`src/shared/rtcv_pkg.sv`:
```
package rtcv_pkg;
	// Byte offsets on the APB
	localparam logic [7:0] RTCV_OFS_TIME_MINUTES_SECONDS = 8'h00;
	localparam logic [7:0] RTCV_OFS_ALMD = 8'h04;
	localparam logic [7:0] RTCV_OFS_ALWH = 8'h08;
	localparam logic [7:0] RTCV_OFS_CTRL = 8'h0C;
	localparam logic [7:0] RTCV_OFS_CLOCK_DAY = 8'h10;
	localparam logic [7:0] RTCV_OFS_CLOCK_WH = 8'h14;
	localparam logic [7:0] RTCV_OFS_STATUS = 8'h18;
	// Implemented bit masks
	localparam logic [15:0] RTCV_MASK_TIME_MINUTES_SECONDS = 16'h7F7F;
	localparam logic [15:0] RTCV_MASK_ALMD = 16'h1F3F;
	localparam logic [15:0] RTCV_MASK_ALWH = 16'h073F;
	// Field positions
	localparam int RTCV_MIN_TENS_LSB = 12;
	localparam int RTCV_MIN_ONES_LSB = 8;
	localparam int RTCV_SEC_TENS_LSB = 4;
	localparam int RTCV_SEC_ONES_LSB = 0;
	localparam int RTCV_MONTH_TENS_LSB = 12;
	localparam int RTCV_MONTH_ONES_LSB = 8;
	localparam int RTCV_DAY_TENS_LSB = 4;
	localparam int RTCV_DAY_ONES_LSB = 0;
	localparam int RTCV_WEEKDAY_DIGIT_LSB = 8;
	localparam int RTCV_HOUR_TENS_LSB = 4;
	localparam int RTCV_HOUR_ONES_LSB = 0;
	// Control register fields
	localparam int RTCV_CTRL_WREN_BIT = 0;
	localparam int RTCV_CTRL_MASK_LSB = 4;
	// Reset values
	localparam logic [15:0] RTCV_TIME_MINUTES_SECONDS_RESET = 16'h0000;
	localparam logic [15:0] RTCV_ALARM_RESET = 16'h0000;
	localparam logic [3:0] RTCV_MASK_RESET = 4'h0;
	// Alarm mask encodings
	typedef enum logic [3:0] {
		RTCV_AM_HALF_SEC = 4'h0,
		RTCV_AM_SEC = 4'h1,
		RTCV_AM_10SEC = 4'h2,
		RTCV_AM_MIN = 4'h3,
		RTCV_AM_10MIN = 4'h4,
		RTCV_AM_HOUR = 4'h5,
		RTCV_AM_DAY = 4'h6,
		RTCV_AM_WEEK = 4'h7,
		RTCV_AM_MONTH = 4'h8,
		RTCV_AM_YEAR = 4'h9
	} rtcv_alarm_match_mask_t;
endpackage

```
`src/verilog/rtcv_regs.sv`:
```
// Chosen here: register access over APB and the placing of the registers.
`timescale 1ns/1ps
`default_nettype none
// Operation
// - Minutes tens: 3-bit BCD in bits 14..12, values 0..5.
// - Minutes ones: 4-bit BCD in bits 11..8, values 0..9.
// - Seconds tens: 3-bit BCD in bits 6..4, values 0..5.
// - Seconds ones: 4-bit BCD in bits 3..0, values 0..9.
// - Unimplemented bits read zero, writes to them ignored.
// - Minutes/seconds fields writable by software and by clock hardware.
// - Alarm day tens: 2-bit BCD in bits 5..4, values 0..3.
// - Alarm weekday: 3 bits in bits 10..8, values 0..6.
// - Alarm hour tens: 2-bit BCD in bits 5..4, values 0..2.
// - Alarm hour ones: 4-bit BCD in bits 3..0, values 0..9.
// - Alarm registers take writes only while write enable is one.
// - Alarm digits compared with clock digits, mask selects digits.
module rtcv_regs
	import rtcv_pkg::*;
(
	input wire logic pclk,
	input wire logic presetn,
	input wire logic psel,
	input wire logic penable,
	input wire logic pwrite,
	input wire logic [7:0] paddr,
	input wire logic [31:0] pwdata,
	input wire logic [3:0] pstrb,
	output logic [31:0] prdata,
	output logic pready,
	output logic pslverr,
	input wire logic hw_update,
	input wire logic [15:0] hw_time_minutes_seconds,
	input wire logic [15:0] clk_month_day,
	input wire logic [15:0] clk_weekday_digit_hour,
	output logic [15:0] time_minutes_seconds,
	output logic alarm_match
);
	logic [15:0] alarm_month_day, alarm_weekday_hours;
	logic clock_write_enable;
	logic [3:0] alarm_match_mask;
	logic [15:0] next_time_minutes_seconds, next_almd, next_alwh;
	logic next_wren;
	logic [3:0] next_mask;
	logic [31:0] next_prdata;
	logic next_pslverr, next_match;
	logic match_c;
	logic access, setup, wr, rd;
	logic [15:0] wdata16;

	// Lane-merged 16-bit write data
	function automatic logic [15:0] rtcv_merge(input logic [15:0] old,
		input logic [15:0] nw, input logic [1:0] strb);
		rtcv_merge = {strb[1] ? nw[15:8] : old[15:8],
			strb[0] ? nw[7:0] : old[7:0]};
	endfunction

	function automatic logic rtcv_mapped(input logic [7:0] a);
		rtcv_mapped = (a == RTCV_OFS_TIME_MINUTES_SECONDS) || (a == RTCV_OFS_ALMD) ||
			(a == RTCV_OFS_ALWH) || (a == RTCV_OFS_CTRL) ||
			(a == RTCV_OFS_CLOCK_DAY) || (a == RTCV_OFS_CLOCK_WH) ||
			(a == RTCV_OFS_STATUS);
	endfunction

	rtcv_alarm_cmp u_cmp (
		.clk_time_minutes_seconds(time_minutes_seconds),
		.clk_month_day(clk_month_day),
		.clk_weekday_digit_hour(clk_weekday_digit_hour),
		.alm_time_minutes_seconds(RTCV_TIME_MINUTES_SECONDS_RESET),
		.alm_month_day(alarm_month_day),
		.alm_weekday_digit_hour(alarm_weekday_hours),
		.alarm_match_mask(alarm_match_mask),
		.match(match_c)
	);

	always_comb begin
		access = psel && penable;
		setup = psel && !penable;
		wr = access && pwrite;
		// Read data prepared in setup so it stands during the access cycle
		rd = setup && !pwrite;
		wdata16 = pwdata[15:0];
		next_time_minutes_seconds = time_minutes_seconds;
		next_almd = alarm_month_day;
		next_alwh = alarm_weekday_hours;
		next_wren = clock_write_enable;
		next_mask = alarm_match_mask;
		next_prdata = prdata;
		next_pslverr = 1'b0;
		next_match = match_c;
		// Hardware tick loses to a software write in the same cycle
		if (hw_update) begin
			next_time_minutes_seconds = hw_time_minutes_seconds & RTCV_MASK_TIME_MINUTES_SECONDS;
		end
		if (wr) begin
			case (paddr)
				RTCV_OFS_TIME_MINUTES_SECONDS: begin
					next_time_minutes_seconds = rtcv_merge(time_minutes_seconds, wdata16,
						pstrb[1:0]) & RTCV_MASK_TIME_MINUTES_SECONDS;
				end
				RTCV_OFS_ALMD: begin
					if (clock_write_enable) begin
						next_almd = rtcv_merge(alarm_month_day, wdata16,
							pstrb[1:0]) & RTCV_MASK_ALMD;
					end
				end
				RTCV_OFS_ALWH: begin
					if (clock_write_enable) begin
						next_alwh = rtcv_merge(alarm_weekday_hours, wdata16,
							pstrb[1:0]) & RTCV_MASK_ALWH;
					end
				end
				RTCV_OFS_CTRL: begin
					if (pstrb[0]) begin
						next_wren = pwdata[RTCV_CTRL_WREN_BIT];
						next_mask = pwdata[RTCV_CTRL_MASK_LSB +: 4];
					end
				end
				default: begin
				end
			endcase
		end
		// Error flag raised from setup so it is valid at the access edge
		if (setup) begin
			next_pslverr = !rtcv_mapped(paddr);
		end
		if (rd) begin
			case (paddr)
				RTCV_OFS_TIME_MINUTES_SECONDS: next_prdata = {16'h0000, time_minutes_seconds};
				RTCV_OFS_ALMD: next_prdata = {16'h0000, alarm_month_day};
				RTCV_OFS_ALWH: next_prdata = {16'h0000, alarm_weekday_hours};
				RTCV_OFS_CTRL: next_prdata = {24'h000000, alarm_match_mask,
					3'h0, clock_write_enable};
				RTCV_OFS_CLOCK_DAY: next_prdata = {16'h0000, clk_month_day};
				RTCV_OFS_CLOCK_WH: next_prdata = {16'h0000, clk_weekday_digit_hour};
				RTCV_OFS_STATUS: next_prdata = {31'h00000000, alarm_match};
				default: next_prdata = 32'h00000000;
			endcase
		end
	end

	// Zero-wait slave: pready registered high, data ready in the access cycle
	always_ff @(posedge pclk or negedge presetn) begin
		if (!presetn) begin
			time_minutes_seconds <= RTCV_TIME_MINUTES_SECONDS_RESET;
			alarm_month_day <= RTCV_ALARM_RESET;
			alarm_weekday_hours <= RTCV_ALARM_RESET;
			clock_write_enable <= 1'b0;
			alarm_match_mask <= RTCV_MASK_RESET;
			prdata <= 32'h00000000;
			pslverr <= 1'b0;
			pready <= 1'b0;
			alarm_match <= 1'b0;
		end else begin
			time_minutes_seconds <= next_time_minutes_seconds;
			alarm_month_day <= next_almd;
			alarm_weekday_hours <= next_alwh;
			clock_write_enable <= next_wren;
			alarm_match_mask <= next_mask;
			prdata <= next_prdata;
			pslverr <= next_pslverr;
			pready <= 1'b1;
			alarm_match <= next_match;
		end
	end
endmodule
`default_nettype wire

```
`src/verilog/rtcv_alarm_cmp.sv`:
```
`timescale 1ns/1ps
`default_nettype none
// Digit compare; how many digits count is set by the mask
module rtcv_alarm_cmp
	import rtcv_pkg::*;
(
	input wire logic [15:0] clk_time_minutes_seconds,
	input wire logic [15:0] clk_month_day,
	input wire logic [15:0] clk_weekday_digit_hour,
	input wire logic [15:0] alm_time_minutes_seconds,
	input wire logic [15:0] alm_month_day,
	input wire logic [15:0] alm_weekday_digit_hour,
	input wire logic [3:0] alarm_match_mask,
	output logic match
);
	logic s1, s10, m1, m10, h, d, wd, mo;

	always_comb begin
		s1 = clk_time_minutes_seconds[3:0] == alm_time_minutes_seconds[3:0];
		s10 = clk_time_minutes_seconds[6:4] == alm_time_minutes_seconds[6:4];
		m1 = clk_time_minutes_seconds[11:8] == alm_time_minutes_seconds[11:8];
		m10 = clk_time_minutes_seconds[14:12] == alm_time_minutes_seconds[14:12];
		h = clk_weekday_digit_hour[5:0] == alm_weekday_digit_hour[5:0];
		wd = clk_weekday_digit_hour[10:8] == alm_weekday_digit_hour[10:8];
		d = clk_month_day[5:0] == alm_month_day[5:0];
		mo = clk_month_day[12:8] == alm_month_day[12:8];
		case (alarm_match_mask)
			RTCV_AM_HALF_SEC: match = 1'b1;
			RTCV_AM_SEC: match = 1'b1;
			RTCV_AM_10SEC: match = s1;
			RTCV_AM_MIN: match = s1 && s10;
			RTCV_AM_10MIN: match = s1 && s10 && m1;
			RTCV_AM_HOUR: match = s1 && s10 && m1 && m10;
			RTCV_AM_DAY: match = s1 && s10 && m1 && m10 && h;
			RTCV_AM_WEEK: match = s1 && s10 && m1 && m10 && h && wd;
			RTCV_AM_MONTH: match = s1 && s10 && m1 && m10 && h && d;
			RTCV_AM_YEAR: match = s1 && s10 && m1 && m10 && h && d && mo;
			default: match = 1'b0;
		endcase
	end
endmodule
`default_nettype wire

```
`config.mk`:
```
export PLATFORM = sky130hd
export DESIGN_NAME = rtcv_regs
export DESIGN_NICKNAME = d
export VERILOG_FILES = /design/src/shared/rtcv_pkg.sv /design/src/verilog/rtcv_regs.sv /design/src/verilog/rtcv_alarm_cmp.sv
export SDC_FILE = /design/constraint.sdc
export NUM_CORES = 1
export LEC_CHECK = 0
export ABC_AREA = 1
export BUFFER_PORTS_ARGS = -buffer_cell sky130_fd_sc_hd__buf_4
export CORE_UTILIZATION = 40
export CTS_BUF_LIST = sky130_fd_sc_hd__clkbuf_16
export DETAILED_ROUTE_END_ITERATION = 7
export PLACE_DENSITY = 0.67
export SYNTH_ARGS = -nofsm -noshare
export SYNTH_HDL_FRONTEND = slang
export SYNTH_HIERARCHICAL = 1
export SYNTH_SLANG_ARGS = --single-unit
export TNS_END_PERCENT = 5
```
`constraint.sdc`:
```
create_clock -name pclk -period 3.1 [get_ports pclk]
set_clock_uncertainty 0.15 [all_clocks]
set_input_delay 0.62 -clock pclk [delete_from_list [all_inputs] [get_ports pclk]]
set_output_delay 0.62 -clock pclk [all_outputs]
set_load 0.005 [all_outputs]
```
==> summary.md <==
| Metric | Value |
|---|---|
| Worst flop-to-flop path endpoint | alarm_match$_DFF_PN0_ |
| Non-Filler Instances | 892 |
| RSZ-0062 raised after global routing | no |
| Layout cells sized above 1 | 20.2% |
| Inserted Diodes | 0 |
| Cells after DPL | 876 |
| Area delta synth->final | 29.9% |
| Total of max-cap violations | 0 |
| Fin util | 54.2% |
| Final setup fails | 0 |
| Most used cell, CP | o21ai_0 |
| Crit Path Max Fanout | 30 |
| Vias in the first global route | 3772 |
| Arrival time worst endpoint | 2.22 ns |
| R2R cell count | 10 |
| DP HPWL | 9.04 mm |
| Hold Buf Count CTS | 0 |
| Worst Path Buf+Inv | 2 |
| Flop-to-flop setup slack | 1.61 ns |
| Hold crit path type | in -> async |
| Cell variety after synth | 31 |
| Nets | 852 |
| Synth top area cells | dfrtp_1 (36%), nand2_1 (19%), o21ai_0 (10%), inv_1 (7.3%), nand3_1 (6.9%) |
| Synth Area per Inst | 6.62 um2 |
| Worst slew pin tran | 0.788 ns |
| Biggest area consumer among synthesized cells | dfrtp_1 |
| CP Class | in -> reg |
| Drt drc | 0 |
| Clock sink count | 60 |
| Final Cycle Share | 69.9% |
| Chip Width | 103 um |
| Critical Path Max Stage Delay | 0.46 ns |
| LEAKAGE | 2.90 nW |
| Peak supply drop | 205 uV |
| CP max-delay cell | nor2_4 |
| DP Worst Slack | 0.603 ns |
| Worst setup EP type | flop |
| Longest Clk Path Bufs | 2 |
| Total number of vias | 4301 |
| DRT Pass-1 Iters | 5 |
| IO Count | 149 |
| CP Cell Sequence | buf_4 > nor2_2 > nand2_4 > inv_4 > nand2_4 > nor2_4 > o21ai_0 > o21ai_0 > o21ai_0 |
| Pwr Density | 385 nW/um2 |
| Top cell family by delay on the critical path | simple AND/OR/NAND/NOR gates |
| EDFF count, synth | 0 |
| # port buffers | 111 |
| YS warnings | 6 |
| Most instantiated cells after synthesis | nand2_1 (204), o21ai_0 (86), inv_1 (80) |
| Syn Inst Count | 621 |
| Setup TNS | 0 ns |
| Initial antenna violation count | 0 |
| Post-route setup slack | 0.933 ns |
| Post-cts resize count | 0 |
| CTS Root Cell | clkbuf_16 |
| Synth top area share | 36.5% |
| Post-CTS Setup Repair Bufs | 0 |
| Status | finished, final reports clean |
| Insertion delay to the later sink of the worst-skew pair | 0.33 ns |
| Initial Utilization | 41.7% |
| DR iter-0 viols | 246 |
| Die area | 10700 um2 |
| Synthesized area | 4110 um2 |
| ANT nets after route | 0 |
| Worst relative slew slack | 47.4% |
| Die H | 103 um |
| CTS tree | built |
| Top FF cell, synth | dfrtp_1 |
| Worst Path Required | 3.15 ns |
| Flops & latches, synth | 60 |
| Most common cell in the netlist | nand2_1 |
| Startpoint types | primary input |
| Fin crit period | 2.17 ns |
| Final Power | 2.06 mW |
| Row Count | 36 |
| Core Area | 9860 um2 |
| Gr usage total | 23.4% |
| Clock buffer count from CTS | 9 |
| Fill cells | 980 |
| Fraction of registers with async set/reset | 100% |
| Via/cell ratio | 4.82 |
| Largest net degree at the start of global routing | 61 |
| CTS H-tree lvls | 3 |
| Drt wl/cell | 13.4 um |
| R2r startpoint | alarm_match_mask[0]$_DFFE_PN0P_ |
| Final Max Tran Viols | 0 |
| Final hold vios | 0 |
| Total global routing overflow | 0 |
| Sequential area share after synthesis | 36.5% |
| Max Fclk | 0.461 GHz |
| First-pass GRT wire length | 18.6 mm |
| Final WL | 12.0 mm |
| GPL Wtd Cong | 0.820 |
| Clock transition at path regs | 0.06 ns |
-- sequential cells by signal, summed over array words and instances, names as in the netlist --
register and cells:
alarm_weekday_hours 9, alarm_match_mask 4, pready 1, clock_write_enable 1, pslverr 1, prdata 16, time_minutes_seconds 16, alarm_month_day 11
alarm_match 1
-- area by class of cell --
type / instances / area [um2] / share of cell area (%)
multi-input combinational: 482 / 2210 / 41.5
sequential: 60 / 1500 / 28.1
timing repair buffer: 115 / 863 / 16.2
inverter: 86 / 328 / 6.14
clock buffer: 9 / 225 / 4.22
tap: 133 / 166 / 3.11
clock inverter: 7 / 43.8 / 0.820
-- worst register-to-register path, cell delays in order, from the launching register on --
cell     delay [ns]
dfrtp_1        0.52
inv_2          0.06
nor2_1         0.16
nand2_1        0.07
nor2_1         0.11
nand3_1        0.10
nand2_1        0.07
nand2_1        0.04
nand2_1        0.06
nand2_1        0.04
nand2_1        0.05
-- cells in the final DEF (no fill, tap or decap) --
master	synthesis	final
nand2_1	204	204
buf_4	20	115
o21ai_0	86	86
inv_1	80	80
dfrtp_1	60	60
nand3_1	57	57
conb_1	2	41
nor2_1	38	38
xnor2_1	11	11
o21ai_1	9	9
clkbuf_16	0	9
xor2_1	6	6
nor2_2	5	5
nor2_4	4	4
inv_2	4	4
clkinvlp_4	0	4
nand2_4	2	2
inv_4	2	2
nand2_2	2	2
nor3b_1	2	2
a21oi_1	2	2
o211ai_1	2	2
nor3_4	2	2
clkinv_2	0	2
or2_1	2	2
nand4_1	2	2
nor3_1	1	1
nor3_2	1	1
clkinv_1	0	1
or2_0	1	1
or2_2	1	1
and2_1	1	1
-- layer usage --
metal	share of wire [%]	vias to the layer above	global-route usage (%)
li1	-	2157	-
met4	1.8	0	9.10
met2	44	170	37.0
met1	46	1958	32.4
met5	0	-	0
met3	7.5	16	3.16
-- power by group --
part | switching [mW] | internal, mW | leakage, nW | total (mW)
logic | 0.172 | 0.140 | 2.00 | 0.312
registers | 0.0280 | 0.807 | 0.783 | 0.835
clock network | 0.375 | 0.534 | 0.121 | 0.909
-- cell families (layout without fill, tap and decap cells) --
family | Yosys count | after routing | share of synthesized area [%]
simple gates | 325 | 325 | 34.3
buf+inv | 118 | 217 | 13.2
compound gates | 99 | 99 | 12.2
flops | 60 | 60 | 36.5
xor+xnor | 17 | 17 | 3.62
other cells | 2 | 41 | 0.183
-- metrics by stage --
step	cell area, um2	hold slack, ns
2_1_floorplan	4260	0.174
3_3_place_gp	5070	0.318
3_5_place_dp	5070	0.318
4_1_cts	5340	0.265
5_1_grt	5340	0.291
6_report	5340	0.222
-- worst max path at each step --
stage                   from                                  end  slack (ns)  cells past startpoint
floorplan           paddr[1]  time_minutes_seconds[1]$_DFFE_PN0P_        1.37                      9
finish              paddr[5]  time_minutes_seconds[8]$_DFFE_PN0P_        0.93                      9
detailed placement  paddr[5]  time_minutes_seconds[8]$_DFFE_PN0P_        0.60                      9
global placement    paddr[5]  time_minutes_seconds[4]$_DFFE_PN0P_        0.62                      9
global route        paddr[7]  time_minutes_seconds[3]$_DFFE_PN0P_        0.68                      9
CTS                 paddr[5]  time_minutes_seconds[4]$_DFFE_PN0P_        0.94                      9
No activity file was read; power rests on OpenSTA's default activity.
